### src/hw/sample_port_defines.vh
// Constants for the sample input clock port: register map, fields, codes.
// Assumes a 4-bit word address and 32-bit read data on the register port.
`ifndef SAMPLE_PORT_DEFINES_VH
`define SAMPLE_PORT_DEFINES_VH

`define ADDR_CTRL      4'h0
`define ADDR_RATE      4'h1
`define ADDR_SKEW      4'h2
`define ADDR_LOGIC     4'h3
`define ADDR_CONFIRM   4'h4
`define ADDR_STATUS    4'h5
`define ADDR_MASK      4'h6
`define ADDR_INFO      4'h7
`define ADDR_ERRCODE   4'h8

`define CTRL_EN        0
`define CTRL_DIR       1
`define CTRL_CFG_LO    2
`define CTRL_CFG_HI    3
`define CTRL_SRC_LO    4
`define CTRL_SRC_HI    5
`define CTRL_PH_LO     6
`define CTRL_PH_HI     7
`define CTRL_POL       8

`define CFG_SERIAL     2'h0
`define CFG_PARALLEL   2'h1
`define CFG_INTERLEAVE 2'h2

`define SRC_EXTERNAL   2'h0
`define SRC_DEVICE     2'h1
`define SRC_INTERNAL   2'h2

`define PHASE_0        2'h0
`define PHASE_180      2'h2

`define RATE_W         18
`define RATE_10MHZ     18'h02710
`define RATE_25MHZ     18'h061A8
`define RATE_200MHZ    18'h30D40
`define RATE_RESET     18'h01388
`define NCO_SCALE      17'h1A36E

`define ERR_W          10
`define ERR_OVERFLOW   10'h323
`define ERR_UNDERFLOW  10'h324
`define ERR_NONE       10'h000

`define ST_OVF         0
`define ST_UDF         1
`define ST_FMT         2
`define ST_W           3

`define REF_TIMEOUT    16'h0400

`endif

### src/hw/sample_input_clock_port.v
// Receive side of a digital I/Q sample port: clock select, phase, capture, FIFO.
// Assumes a register master on sys_clk and a baseband reader pulling rdReq.
`timescale 1ns/1ps
`include "sample_port_defines.vh"
module sample_input_clock_port #(
	parameter IQ_W        = 8,
	parameter DEPTH_LOG   = 4,
	parameter SKEW_W      = 4,
	parameter LOGIC_W     = 2,
	parameter REF_TIMEOUT = `REF_TIMEOUT
) (
	input  wire                 sys_clk,
	input  wire                 rst_b,
	input  wire [3:0]           addr,
	input  wire [31:0]          wrData,
	input  wire                 wrStb,
	input  wire                 rdStb,
	output reg  [31:0]          rdData,
	output wire                 irq,
	input  wire                 optOutFitted,
	input  wire                 optInFitted,
	input  wire                 formatActive,
	input  wire                 extClkIn,
	input  wire                 freqRefIn,
	input  wire                 devClkIn,
	output reg                  devClkOut,
	output reg                  devClkOe,
	output reg                  clkOut,
	input  wire [2*IQ_W-1:0]    dataIn,
	output reg  [LOGIC_W-1:0]   logicType,
	output reg                  moduleOn,
	input  wire                 rdReq,
	output wire [2*IQ_W-1:0]    sampleData,
	output wire                 sampleValid
);
	localparam W = 2 * IQ_W;

	reg  [8:0]          ctrl_q;
	reg  [`RATE_W-1:0]  rate_q;
	reg  [SKEW_W-1:0]   skew_q;
	reg  [LOGIC_W-1:0]  logicReq_q;
	reg                 logicPend_q;
	reg  [`ST_W-1:0]    status_q;
	reg  [`ST_W-1:0]    mask_q;
	reg  [`ERR_W-1:0]   errCode_q;
	reg  [1:0]          strapMeta_q;
	reg  [1:0]          strap_q;
	reg  [W-1:0]        dataMeta_q;
	reg  [W-1:0]        dataSync_q;
	reg  [31:0]         nco_q;
	reg                 intLast_q;
	reg  [15:0]         refIdle_q;
	reg  [15:0]         perCnt_q;
	reg  [15:0]         period_q;
	reg  [15:0]         delay_q;
	reg                 pend_q;
	reg  [W-1:0]        shift_q;
	reg  [7:0]          bitCnt_q;
	reg  [IQ_W-1:0]     iHold_q;
	reg                 half_q;
	reg                 wrEn_q;
	reg  [W-1:0]        wrWord_q;
	reg  [`ST_W-1:0]    evt;
	reg  [`ST_W-1:0]    stNext;
	reg                 selRise;
	reg                 selFall;
	reg                 selLevel;

	wire        extLvl, extRise, extFall;
	wire        devLvl, devRise, devFall;
	wire        refLvl, refRise;
	wire        bothFitted;
	wire        refLock;
	wire        intLvl;
	wire        intRise;
	wire        intFall;
	wire        active;
	wire [1:0]  cfg;
	wire [1:0]  src;
	wire [1:0]  phEff;
	wire        skewOn;
	wire [15:0] delayNext;
	wire        startEdge;
	wire        capture;
	wire        fifoFull;
	wire        fifoEmpty;
	wire [DEPTH_LOG:0] fifoLevel;
	wire [34:0] ncoProd;

	function inRange;
		input [`RATE_W-1:0] r;
		input [`RATE_W-1:0] lo;
		input [`RATE_W-1:0] hi;
		begin
			inRange = (r >= lo) && (r <= hi);
		end
	endfunction

	edge_sync uExt (.clk(sys_clk), .rst_b(rst_b), .pin(extClkIn),
		.level(extLvl), .rise(extRise), .fall(extFall));
	edge_sync uDev (.clk(sys_clk), .rst_b(rst_b), .pin(devClkIn),
		.level(devLvl), .rise(devRise), .fall(devFall));
	edge_sync uRef (.clk(sys_clk), .rst_b(rst_b), .pin(freqRefIn),
		.level(refLvl), .rise(refRise), .fall());

	assign bothFitted = strap_q[0] & strap_q[1];
	assign cfg        = ctrl_q[`CTRL_CFG_HI:`CTRL_CFG_LO];
	assign src        = ctrl_q[`CTRL_SRC_HI:`CTRL_SRC_LO];
	assign active     = moduleOn & ~ctrl_q[`CTRL_DIR];
	// Polarity folds into the phase as a half turn
	assign phEff = inRange(rate_q, `RATE_10MHZ, `RATE_200MHZ) ?
		(ctrl_q[`CTRL_PH_HI:`CTRL_PH_LO] + {ctrl_q[`CTRL_POL], 1'b0}) :
		((ctrl_q[`CTRL_PH_HI:`CTRL_PH_LO] + {ctrl_q[`CTRL_POL], 1'b0}) & 2'h2);
	assign skewOn = (rate_q >= `RATE_25MHZ);

	// Rate steps the generator on the internal source; it also sets phase range and skew
	assign ncoProd = rate_q * `NCO_SCALE;
	assign refLock = (refIdle_q < REF_TIMEOUT[15:0]);
	assign intLvl  = nco_q[31];
	assign intRise = intLvl & ~intLast_q;
	assign intFall = ~intLvl & intLast_q;

	always @* begin
		selRise  = 1'b0;
		selFall  = 1'b0;
		selLevel = 1'b0;
		case (src)
			`SRC_EXTERNAL: begin
				selRise  = extRise;
				selFall  = extFall;
				selLevel = extLvl;
			end
			`SRC_DEVICE: begin
				selRise  = devRise;
				selFall  = devFall;
				selLevel = devLvl;
			end
			`SRC_INTERNAL: begin
				// Ext pin ignored here; a driven pin is only an outside hazard
				selRise  = intRise;
				selFall  = intFall;
				selLevel = intLvl;
			end
			default: begin
				selRise  = 1'b0;
				selFall  = 1'b0;
				selLevel = 1'b0;
			end
		endcase
	end

	assign startEdge = phEff[1] ? selFall : selRise;
	assign delayNext = (phEff[0] ? {2'h0, period_q[15:2]} : 16'h0000) +
		(skewOn ? {{(16-SKEW_W){1'b0}}, skew_q} : 16'h0000);
	assign capture = active & ((startEdge & (delayNext == 16'h0000)) |
		(pend_q & (delay_q == 16'h0001)));

	always @* begin
		evt = {`ST_W{1'b0}};
		evt[`ST_OVF] = wrEn_q & fifoFull;
		evt[`ST_UDF] = active & rdReq & fifoEmpty;
		evt[`ST_FMT] = moduleOn & ~formatActive;
		stNext = status_q;
		if (rdStb && addr == `ADDR_STATUS) begin
			stNext = {`ST_W{1'b0}};
		end
		// A new event outweighs the read that clears
		stNext = stNext | evt;
	end

	assign irq = |(status_q & mask_q);

	always @(posedge sys_clk or negedge rst_b) begin
		if (!rst_b) begin
			ctrl_q      <= 9'h000;
			rate_q      <= `RATE_RESET;
			skew_q      <= {SKEW_W{1'b0}};
			logicReq_q  <= {LOGIC_W{1'b0}};
			logicPend_q <= 1'b0;
			logicType   <= {LOGIC_W{1'b0}};
			moduleOn    <= 1'b0;
			status_q    <= {`ST_W{1'b0}};
			mask_q      <= {`ST_W{1'b0}};
			errCode_q   <= `ERR_NONE;
			rdData      <= 32'h00000000;
			strapMeta_q <= 2'h0;
			strap_q     <= 2'h0;
		end else begin
			strapMeta_q <= {optOutFitted, optInFitted};
			strap_q     <= strapMeta_q;
			status_q    <= stNext;
			if (evt[`ST_OVF]) begin
				errCode_q <= `ERR_OVERFLOW;
			end else if (evt[`ST_UDF]) begin
				errCode_q <= `ERR_UNDERFLOW;
			end
			if (!formatActive) begin
				moduleOn <= 1'b0;
			end else if (wrStb && addr == `ADDR_CTRL) begin
				moduleOn <= wrData[`CTRL_EN];
			end
			if (wrStb) begin
				case (addr)
					`ADDR_CTRL: begin
						ctrl_q <= wrData[8:0];
						ctrl_q[`CTRL_DIR] <= bothFitted & wrData[`CTRL_DIR];
					end
					`ADDR_RATE:  rate_q <= wrData[`RATE_W-1:0];
					`ADDR_SKEW:  skew_q <= wrData[SKEW_W-1:0];
					`ADDR_LOGIC: begin
						logicReq_q  <= wrData[LOGIC_W-1:0];
						logicPend_q <= 1'b1;
					end
					`ADDR_CONFIRM: begin
						if (logicPend_q) begin
							logicType <= logicReq_q;
						end
						logicPend_q <= 1'b0;
					end
					`ADDR_MASK:  mask_q <= wrData[`ST_W-1:0];
					default: begin
					end
				endcase
			end else if (!bothFitted) begin
				ctrl_q[`CTRL_DIR] <= 1'b0;
			end
			rdData <= 32'h00000000;
			if (rdStb) begin
				case (addr)
					`ADDR_CTRL:    rdData <= {23'h000000, ctrl_q[8:1], moduleOn};
					`ADDR_RATE:    rdData <= {14'h0000, rate_q};
					`ADDR_SKEW:    rdData <= {{(32-SKEW_W){1'b0}}, skew_q};
					`ADDR_LOGIC:   rdData <= {{(31-LOGIC_W){1'b0}}, logicPend_q, logicReq_q};
					`ADDR_STATUS:  rdData <= {{(32-`ST_W){1'b0}}, status_q};
					`ADDR_MASK:    rdData <= {{(32-`ST_W){1'b0}}, mask_q};
					`ADDR_INFO:    rdData <= {{(25-DEPTH_LOG){1'b0}}, fifoLevel,
						refLock, skewOn, phEff, bothFitted, selLevel};
					`ADDR_ERRCODE: rdData <= {{(32-`ERR_W){1'b0}}, errCode_q};
					default:       rdData <= 32'h00000000;
				endcase
			end
		end
	end

	// Internal clock; limited to half of sys_clk by construction
	always @(posedge sys_clk or negedge rst_b) begin
		if (!rst_b) begin
			nco_q     <= 32'h00000000;
			intLast_q <= 1'b0;
			refIdle_q <= 16'hFFFF;
		end else begin
			intLast_q <= intLvl;
			if (refRise) begin
				refIdle_q <= 16'h0000;
			end else if (refIdle_q != 16'hFFFF) begin
				refIdle_q <= refIdle_q + 16'h0001;
			end
			if (src == `SRC_INTERNAL && refLock) begin
				nco_q <= nco_q + ncoProd[31:0];
			end else begin
				nco_q <= 32'h00000000;
			end
		end
	end

	// Clock forwarding; device pin is an input when the device is the source
	always @(posedge sys_clk or negedge rst_b) begin
		if (!rst_b) begin
			clkOut    <= 1'b0;
			devClkOut <= 1'b0;
			devClkOe  <= 1'b0;
		end else begin
			clkOut    <= selLevel;
			devClkOut <= selLevel;
			devClkOe  <= (src != `SRC_DEVICE);
		end
	end

	// Period tracking and phase delayed capture
	always @(posedge sys_clk or negedge rst_b) begin
		if (!rst_b) begin
			perCnt_q   <= 16'h0000;
			period_q   <= 16'h0000;
			delay_q    <= 16'h0000;
			pend_q     <= 1'b0;
			dataMeta_q <= {W{1'b0}};
			dataSync_q <= {W{1'b0}};
		end else begin
			dataMeta_q <= dataIn;
			dataSync_q <= dataMeta_q;
			if (selRise) begin
				period_q <= perCnt_q + 16'h0001;
				perCnt_q <= 16'h0000;
			end else if (perCnt_q != 16'hFFFF) begin
				perCnt_q <= perCnt_q + 16'h0001;
			end
			if (active && startEdge && delayNext != 16'h0000) begin
				pend_q  <= 1'b1;
				delay_q <= delayNext;
			end else if (pend_q && delay_q != 16'h0001) begin
				delay_q <= delay_q - 16'h0001;
			end else begin
				pend_q  <= 1'b0;
			end
		end
	end

	// Word assembly per port arrangement
	always @(posedge sys_clk or negedge rst_b) begin
		if (!rst_b) begin
			shift_q  <= {W{1'b0}};
			bitCnt_q <= 8'h00;
			iHold_q  <= {IQ_W{1'b0}};
			half_q   <= 1'b0;
			wrEn_q   <= 1'b0;
			wrWord_q <= {W{1'b0}};
		end else begin
			wrEn_q <= 1'b0;
			if (!active) begin
				bitCnt_q <= 8'h00;
				half_q   <= 1'b0;
			end else if (capture) begin
				case (cfg)
					`CFG_SERIAL: begin
						shift_q <= {shift_q[W-2:0], dataSync_q[0]};
						if (bitCnt_q == W - 1) begin
							bitCnt_q <= 8'h00;
							wrEn_q   <= 1'b1;
							wrWord_q <= {shift_q[W-2:0], dataSync_q[0]};
						end else begin
							bitCnt_q <= bitCnt_q + 8'h01;
						end
					end
					`CFG_PARALLEL: begin
						wrEn_q   <= 1'b1;
						wrWord_q <= dataSync_q;
					end
					`CFG_INTERLEAVE: begin
						half_q <= ~half_q;
						if (half_q) begin
							wrEn_q   <= 1'b1;
							wrWord_q <= {iHold_q, dataSync_q[IQ_W-1:0]};
						end else begin
							iHold_q <= dataSync_q[IQ_W-1:0];
						end
					end
					default: begin
					end
				endcase
			end
		end
	end

	sample_fifo #(.WIDTH(W), .DEPTH_LOG(DEPTH_LOG)) uFifo (
		.clk(sys_clk), .rst_b(rst_b), .wrEn(wrEn_q), .wrData(wrWord_q),
		.rdEn(rdReq & active), .rdData(sampleData), .rdValid(sampleValid),
		.full(fifoFull), .empty(fifoEmpty), .level(fifoLevel));
endmodule

### src/hw/edge_sync.v
// Two-flop synchroniser for one pin, with rise and fall pulses.
// Assumes the pin is asynchronous to clk and slower than half its rate.
`timescale 1ns/1ps
module edge_sync (
	input  wire clk,
	input  wire rst_b,
	input  wire pin,
	output wire level,
	output wire rise,
	output wire fall
);
	reg meta_q;
	reg sync_q;
	reg last_q;

	always @(posedge clk or negedge rst_b) begin
		if (!rst_b) begin
			meta_q <= 1'b0;
			sync_q <= 1'b0;
			last_q <= 1'b0;
		end else begin
			meta_q <= pin;
			sync_q <= meta_q;
			last_q <= sync_q;
		end
	end

	assign level = sync_q;
	assign rise  = sync_q & ~last_q;
	assign fall  = ~sync_q & last_q;
endmodule

### src/hw/sample_fifo.v
// Input sample FIFO, one write and one read port on one clock.
// Writes while full and reads while empty are dropped here; full and empty are both reported.
`timescale 1ns/1ps
module sample_fifo #(
	parameter WIDTH     = 16,
	parameter DEPTH_LOG = 4
) (
	input  wire                 clk,
	input  wire                 rst_b,
	input  wire                 wrEn,
	input  wire [WIDTH-1:0]     wrData,
	input  wire                 rdEn,
	output reg  [WIDTH-1:0]     rdData,
	output reg                  rdValid,
	output wire                 full,
	output wire                 empty,
	output wire [DEPTH_LOG:0]   level
);
	reg [WIDTH-1:0]   mem [0:(1<<DEPTH_LOG)-1];
	reg [DEPTH_LOG:0] wrPtr_q;
	reg [DEPTH_LOG:0] rdPtr_q;
	wire              doWr;
	wire              doRd;

	assign level = wrPtr_q - rdPtr_q;
	assign full  = level[DEPTH_LOG];
	assign empty = (wrPtr_q == rdPtr_q);
	assign doWr  = wrEn & ~full;
	assign doRd  = rdEn & ~empty;

	always @(posedge clk) begin
		if (doWr) begin
			mem[wrPtr_q[DEPTH_LOG-1:0]] <= wrData;
		end
	end

	always @(posedge clk or negedge rst_b) begin
		if (!rst_b) begin
			wrPtr_q <= {(DEPTH_LOG+1){1'b0}};
			rdPtr_q <= {(DEPTH_LOG+1){1'b0}};
			rdData  <= {WIDTH{1'b0}};
			rdValid <= 1'b0;
		end else begin
			rdValid <= doRd;
			if (doWr) begin
				wrPtr_q <= wrPtr_q + 1'b1;
			end
			if (doRd) begin
				rdPtr_q <= rdPtr_q + 1'b1;
				rdData  <= mem[rdPtr_q[DEPTH_LOG-1:0]];
			end
		end
	end
endmodule

### config.mk
export PLATFORM = sky130hd
export DESIGN_NAME = sample_input_clock_port
export DESIGN_NICKNAME = d
export VERILOG_FILES = /design/src/hw/sample_input_clock_port.v /design/src/hw/edge_sync.v /design/src/hw/sample_fifo.v
export VERILOG_INCLUDE_DIRS = /design/src /design/src/hw
export SDC_FILE = /design/constraint.sdc
export NUM_CORES = 1
export LEC_CHECK = 0
export ABC_AREA = 1
export BUFFER_PORTS_ARGS = -buffer_cell sky130_fd_sc_hd__buf_4
export CAP_MARGIN = 40
export CORE_ASPECT_RATIO = 2
export CORE_MARGIN = 3
export CORE_UTILIZATION = 30
export DETAILED_ROUTE_END_ITERATION = 8
export GPL_TIMING_DRIVEN = 0
export SYNTH_ARGS = -nofsm -noshare
export SYNTH_HDL_FRONTEND = slang
export SYNTH_SLANG_ARGS = --single-unit
export TNS_END_PERCENT = 100
### constraint.sdc
create_clock -name sys_clk -period 8.03 [get_ports sys_clk]
set_input_delay 1.606 -clock sys_clk [delete_from_list [all_inputs] [get_ports sys_clk]]
set_output_delay 1.606 -clock sys_clk [all_outputs]
set_load 0.01 [all_outputs]
==> results.md <==
- Status: finished clean
- 1st-pass router iterations: 5
- Final cycle utilization of the critical path: 94.45%
- Worst slew margin: 40.70%
- Hold path start: dataMeta_q[2]
- CTS Root Buffer Type: clkbuf_16
- DR DRC count: 0
- Largest family of logic cells by synthesized area: adder cells
- CP required: 8.60 ns
- Hold WC Path Type: register to register
- Fmax: 0.1319 GHz
- Synth Flop Type: dfrtp_1
- Clk pin slew, worst setup/hold paths: 0.07 ns
- 1st-iter DRT viols: 1,203
- Synthesis-stage register bit count: 537
- Synth Area per Inst: 9.791 um^2
- Vias in the first global route: 23,020
- Post-DP Area: 0.03248 mm^2
- Initial antenna violation count: 3
- Worst hold margin: 0.3466 ns
- Register area share after synthesis: 49.56%
- Die height: 451.4 um
- Final Max Tran Viols: 0
- Fin. Hold Viols: 0
- Setup CP Type: register to register
- Util after Layout: 35.07%
- Post-synthesis xor/xnor area fraction: 2.325%
- PortBufs: 89
- Layout cell share with drive strength beyond 1: 9.147%
- Largest area contributor in the netlist: edfxtp_1
- Clock skew: 0.03464 ns
- Grt met1 use: 16.20%
- Final Cell Area: 0.03433 mm^2
- CTS Sinks: 537
- GR Util met2: 32.13%
- DR vias: 22,140
- Post-synth top area share: 25.84%
- Crit Reg-Reg Startpoint: rate_q[1]
- Synth area leaders: edfxtp_1, dfrtp_1, ha_1, fa_1, nand2_1
- Tmin final: 7.584 ns
- Synth-to-layout area growth: 15.38%
- Global placement routability congestion: 0.9451
- Worst Path Max Fanout: 6
- Post-synth EDFFs: 256
- Global router's overall resource usage: 16.85%
- Multiplexer area fraction after synthesis: 0.07569%
- RSZ-0062 raised after global routing: false
- CORE AREA: 0.09790 mm^2
- Io pins: 119
- Synth Warn #: 0
- CTS tree: done
- CP max stage delay: 0.56 ns
- Critical Path End Type: register
- Max Cap Viol: 0
- Simple-Gate Fraction of Synth Area: 14.43%
- Worst skew pair latency: 0.63 ns
- Worst setup startpoint: rate_q[1]
- Post-synthesis async set-or-reset flop share: 52.33%
- Die X-Extent: 228.7 um
- Drt wl/cell: 19.21 um
- Clock tree buffer depth: 3
- DR vias/cell: 4.842
- Reg2reg path depth: 28
- Cells after Synth: 3,039
- DP HPWL: 69.23 mm
- Setup violators final: 0
- Drt total wl: 87.86 mm
- M3 GR Usage: 2.204%
- Total grt overflow: 0
- CP max-delay cell: dfrtp_1
- Die ar.: 0.1032 mm^2
- Cts bufs inserted: 51
- Largest net degree at the start of global routing: 107
- CP dominant cell by count: inv_1
- Detail Route Antenna Nets: 0
- Slew @ Worst Pin: 0.8894 ns
- Total Nets Final: 3,586
- Post-synthesis compound-gate area fraction: 10.66%
- Area share of fa/ha/maj cells after synthesis: 15.80%
- # H-tree levels: 2
- Hold Path Depth: 0
- First-pass GRT wire length: 133.3 mm
- Site Rows: 162
- Worst EP arrival: 8.15 ns
- Synth cell types: 58
- Initial Utilization: 30.39%
- Most Crowded Layer GR: met2
- Type of origin of the critical path: register
- Mapped cell area: 0.02975 mm^2
==> final cells by class <==
cell class                      instances  area [um^2]
Antenna cell                            3        7.507
Buffer                                108        524.3
Clock buffer                           57         1319
Clock inverter                         39        478.0
Fill cell                            9899        63570
Inverter                              426         1599
Multi-Input combinational cell       1981        13010
Sequential cell                       537        14750
Tap cell                             1312         1642
Timing Repair Buffer                  110         1003
==> cells in the final DEF, fill, tap and decap left out, types with 10 or more instances in the layout <==
cell type,count
nand2_1,444
inv_1,420
nor2_1,321
o21ai_0,261
dfrtp_1,260
edfxtp_1,256
ha_1,193
a21oi_1,145
fa_1,113
buf_4,105
nand3_1,89
clkbuf_1,83
nand4_1,63
xor2_1,54
o22ai_1,53
clkbuf_16,51
nor3_1,39
a31oi_1,30
xnor2_1,25
nor2_2,20
dfstp_2,20
o221ai_1,19
buf_8,17
conb_1,14
clkinv_2,10
==> layer usage <==
layer  wire length, um  vias up
met5                 0        -
met4              7980        0
met3              3911      283
met2             46640      663
met1             29330    10680
li1                  -    10510
==> stage by stage <==
stage,TNS [ns],cells,setup WS (ns)
2_1_floorplan,0,3052,1.285
4_1_cts,0,4570,0.07293
5_1_grt,0,4571,0.004331
3_5_place_dp,-1.900,4473,-0.4640
6_report,0,4573,0.4457
3_3_place_gp,-1.472,4453,-0.3871
==> registers in the layout, indices dropped and copies added, names as in the netlist, 18 cells and up <==
signal	flops
rate_q	18
uFifo.mem	256
rdData	18
nco_q	31
==> path summary, 6_finish.rpt <==
kind / end / slack [ns]
max in group asynchronous: rdData[17] / 6.02
min: dataSync_q[2] / 0.35
min reg2reg: dataSync_q[2] / 0.35
max reg2reg: nco_q[28] / 0.45
min in group asynchronous: dataMeta_q[0] / 0.75
max: nco_q[28] / 0.45
==> kinds of logic after synthesis <==
kind of cell             after synthesis
AND/OR/NAND/NOR                     1011
AO/OA/AOI/OAI                        567
flip-flops                           537
buffers and inverters                534
adder cells (fa/ha/maj)              308
XOR/XNOR                              79
multiplexers                           2
other                                  1
==> cell usage after synthesis, drive strengths merged, types with 2 or more instances <==
cell type,number
a211oi,7
a21boi,5
a21o,5
a21oi,147
a221oi,7
a31oi,30
a41oi,2
buf,29
clkbuf,79
clkinv,3
dfrtp,260
dfstp,21
edfxtp,256
fa,113
ha,195
inv,423
mux2,2
nand2,447
nand3,96
nand3b,6
nand4,64
nor2,344
nor3,39
nor4,6
o211ai,7
o21a,7
o21ai,264
o21bai,6
o221ai,20
o22ai,53
o31ai,2
or2,5
xnor2,25
xor2,54
==> timing repair <==
action	4_1_cts	5_1_grt
hold buffers	0	0
endpoints found under the setup margin	7	7
resized for setup	4	10
pin swaps	1	0
buffers inserted	1	0
==> critical path: cells and delay by family, from the launching register on <==
| kind | cells | cell delay (ns) |
|---|---|---|
| compound gates | 9 | 1.98 |
| xor+xnor | 2 | 0.61 |
| fa+ha+maj | 8 | 3.38 |
| buf+inv | 7 | 0.81 |
| flops | 1 | 0.56 |
| simple gates | 2 | 0.19 |
Power is left out: the tool's default activity adds up to more than one toggle a clock period on the data nets, which glitch-free logic cannot reach.
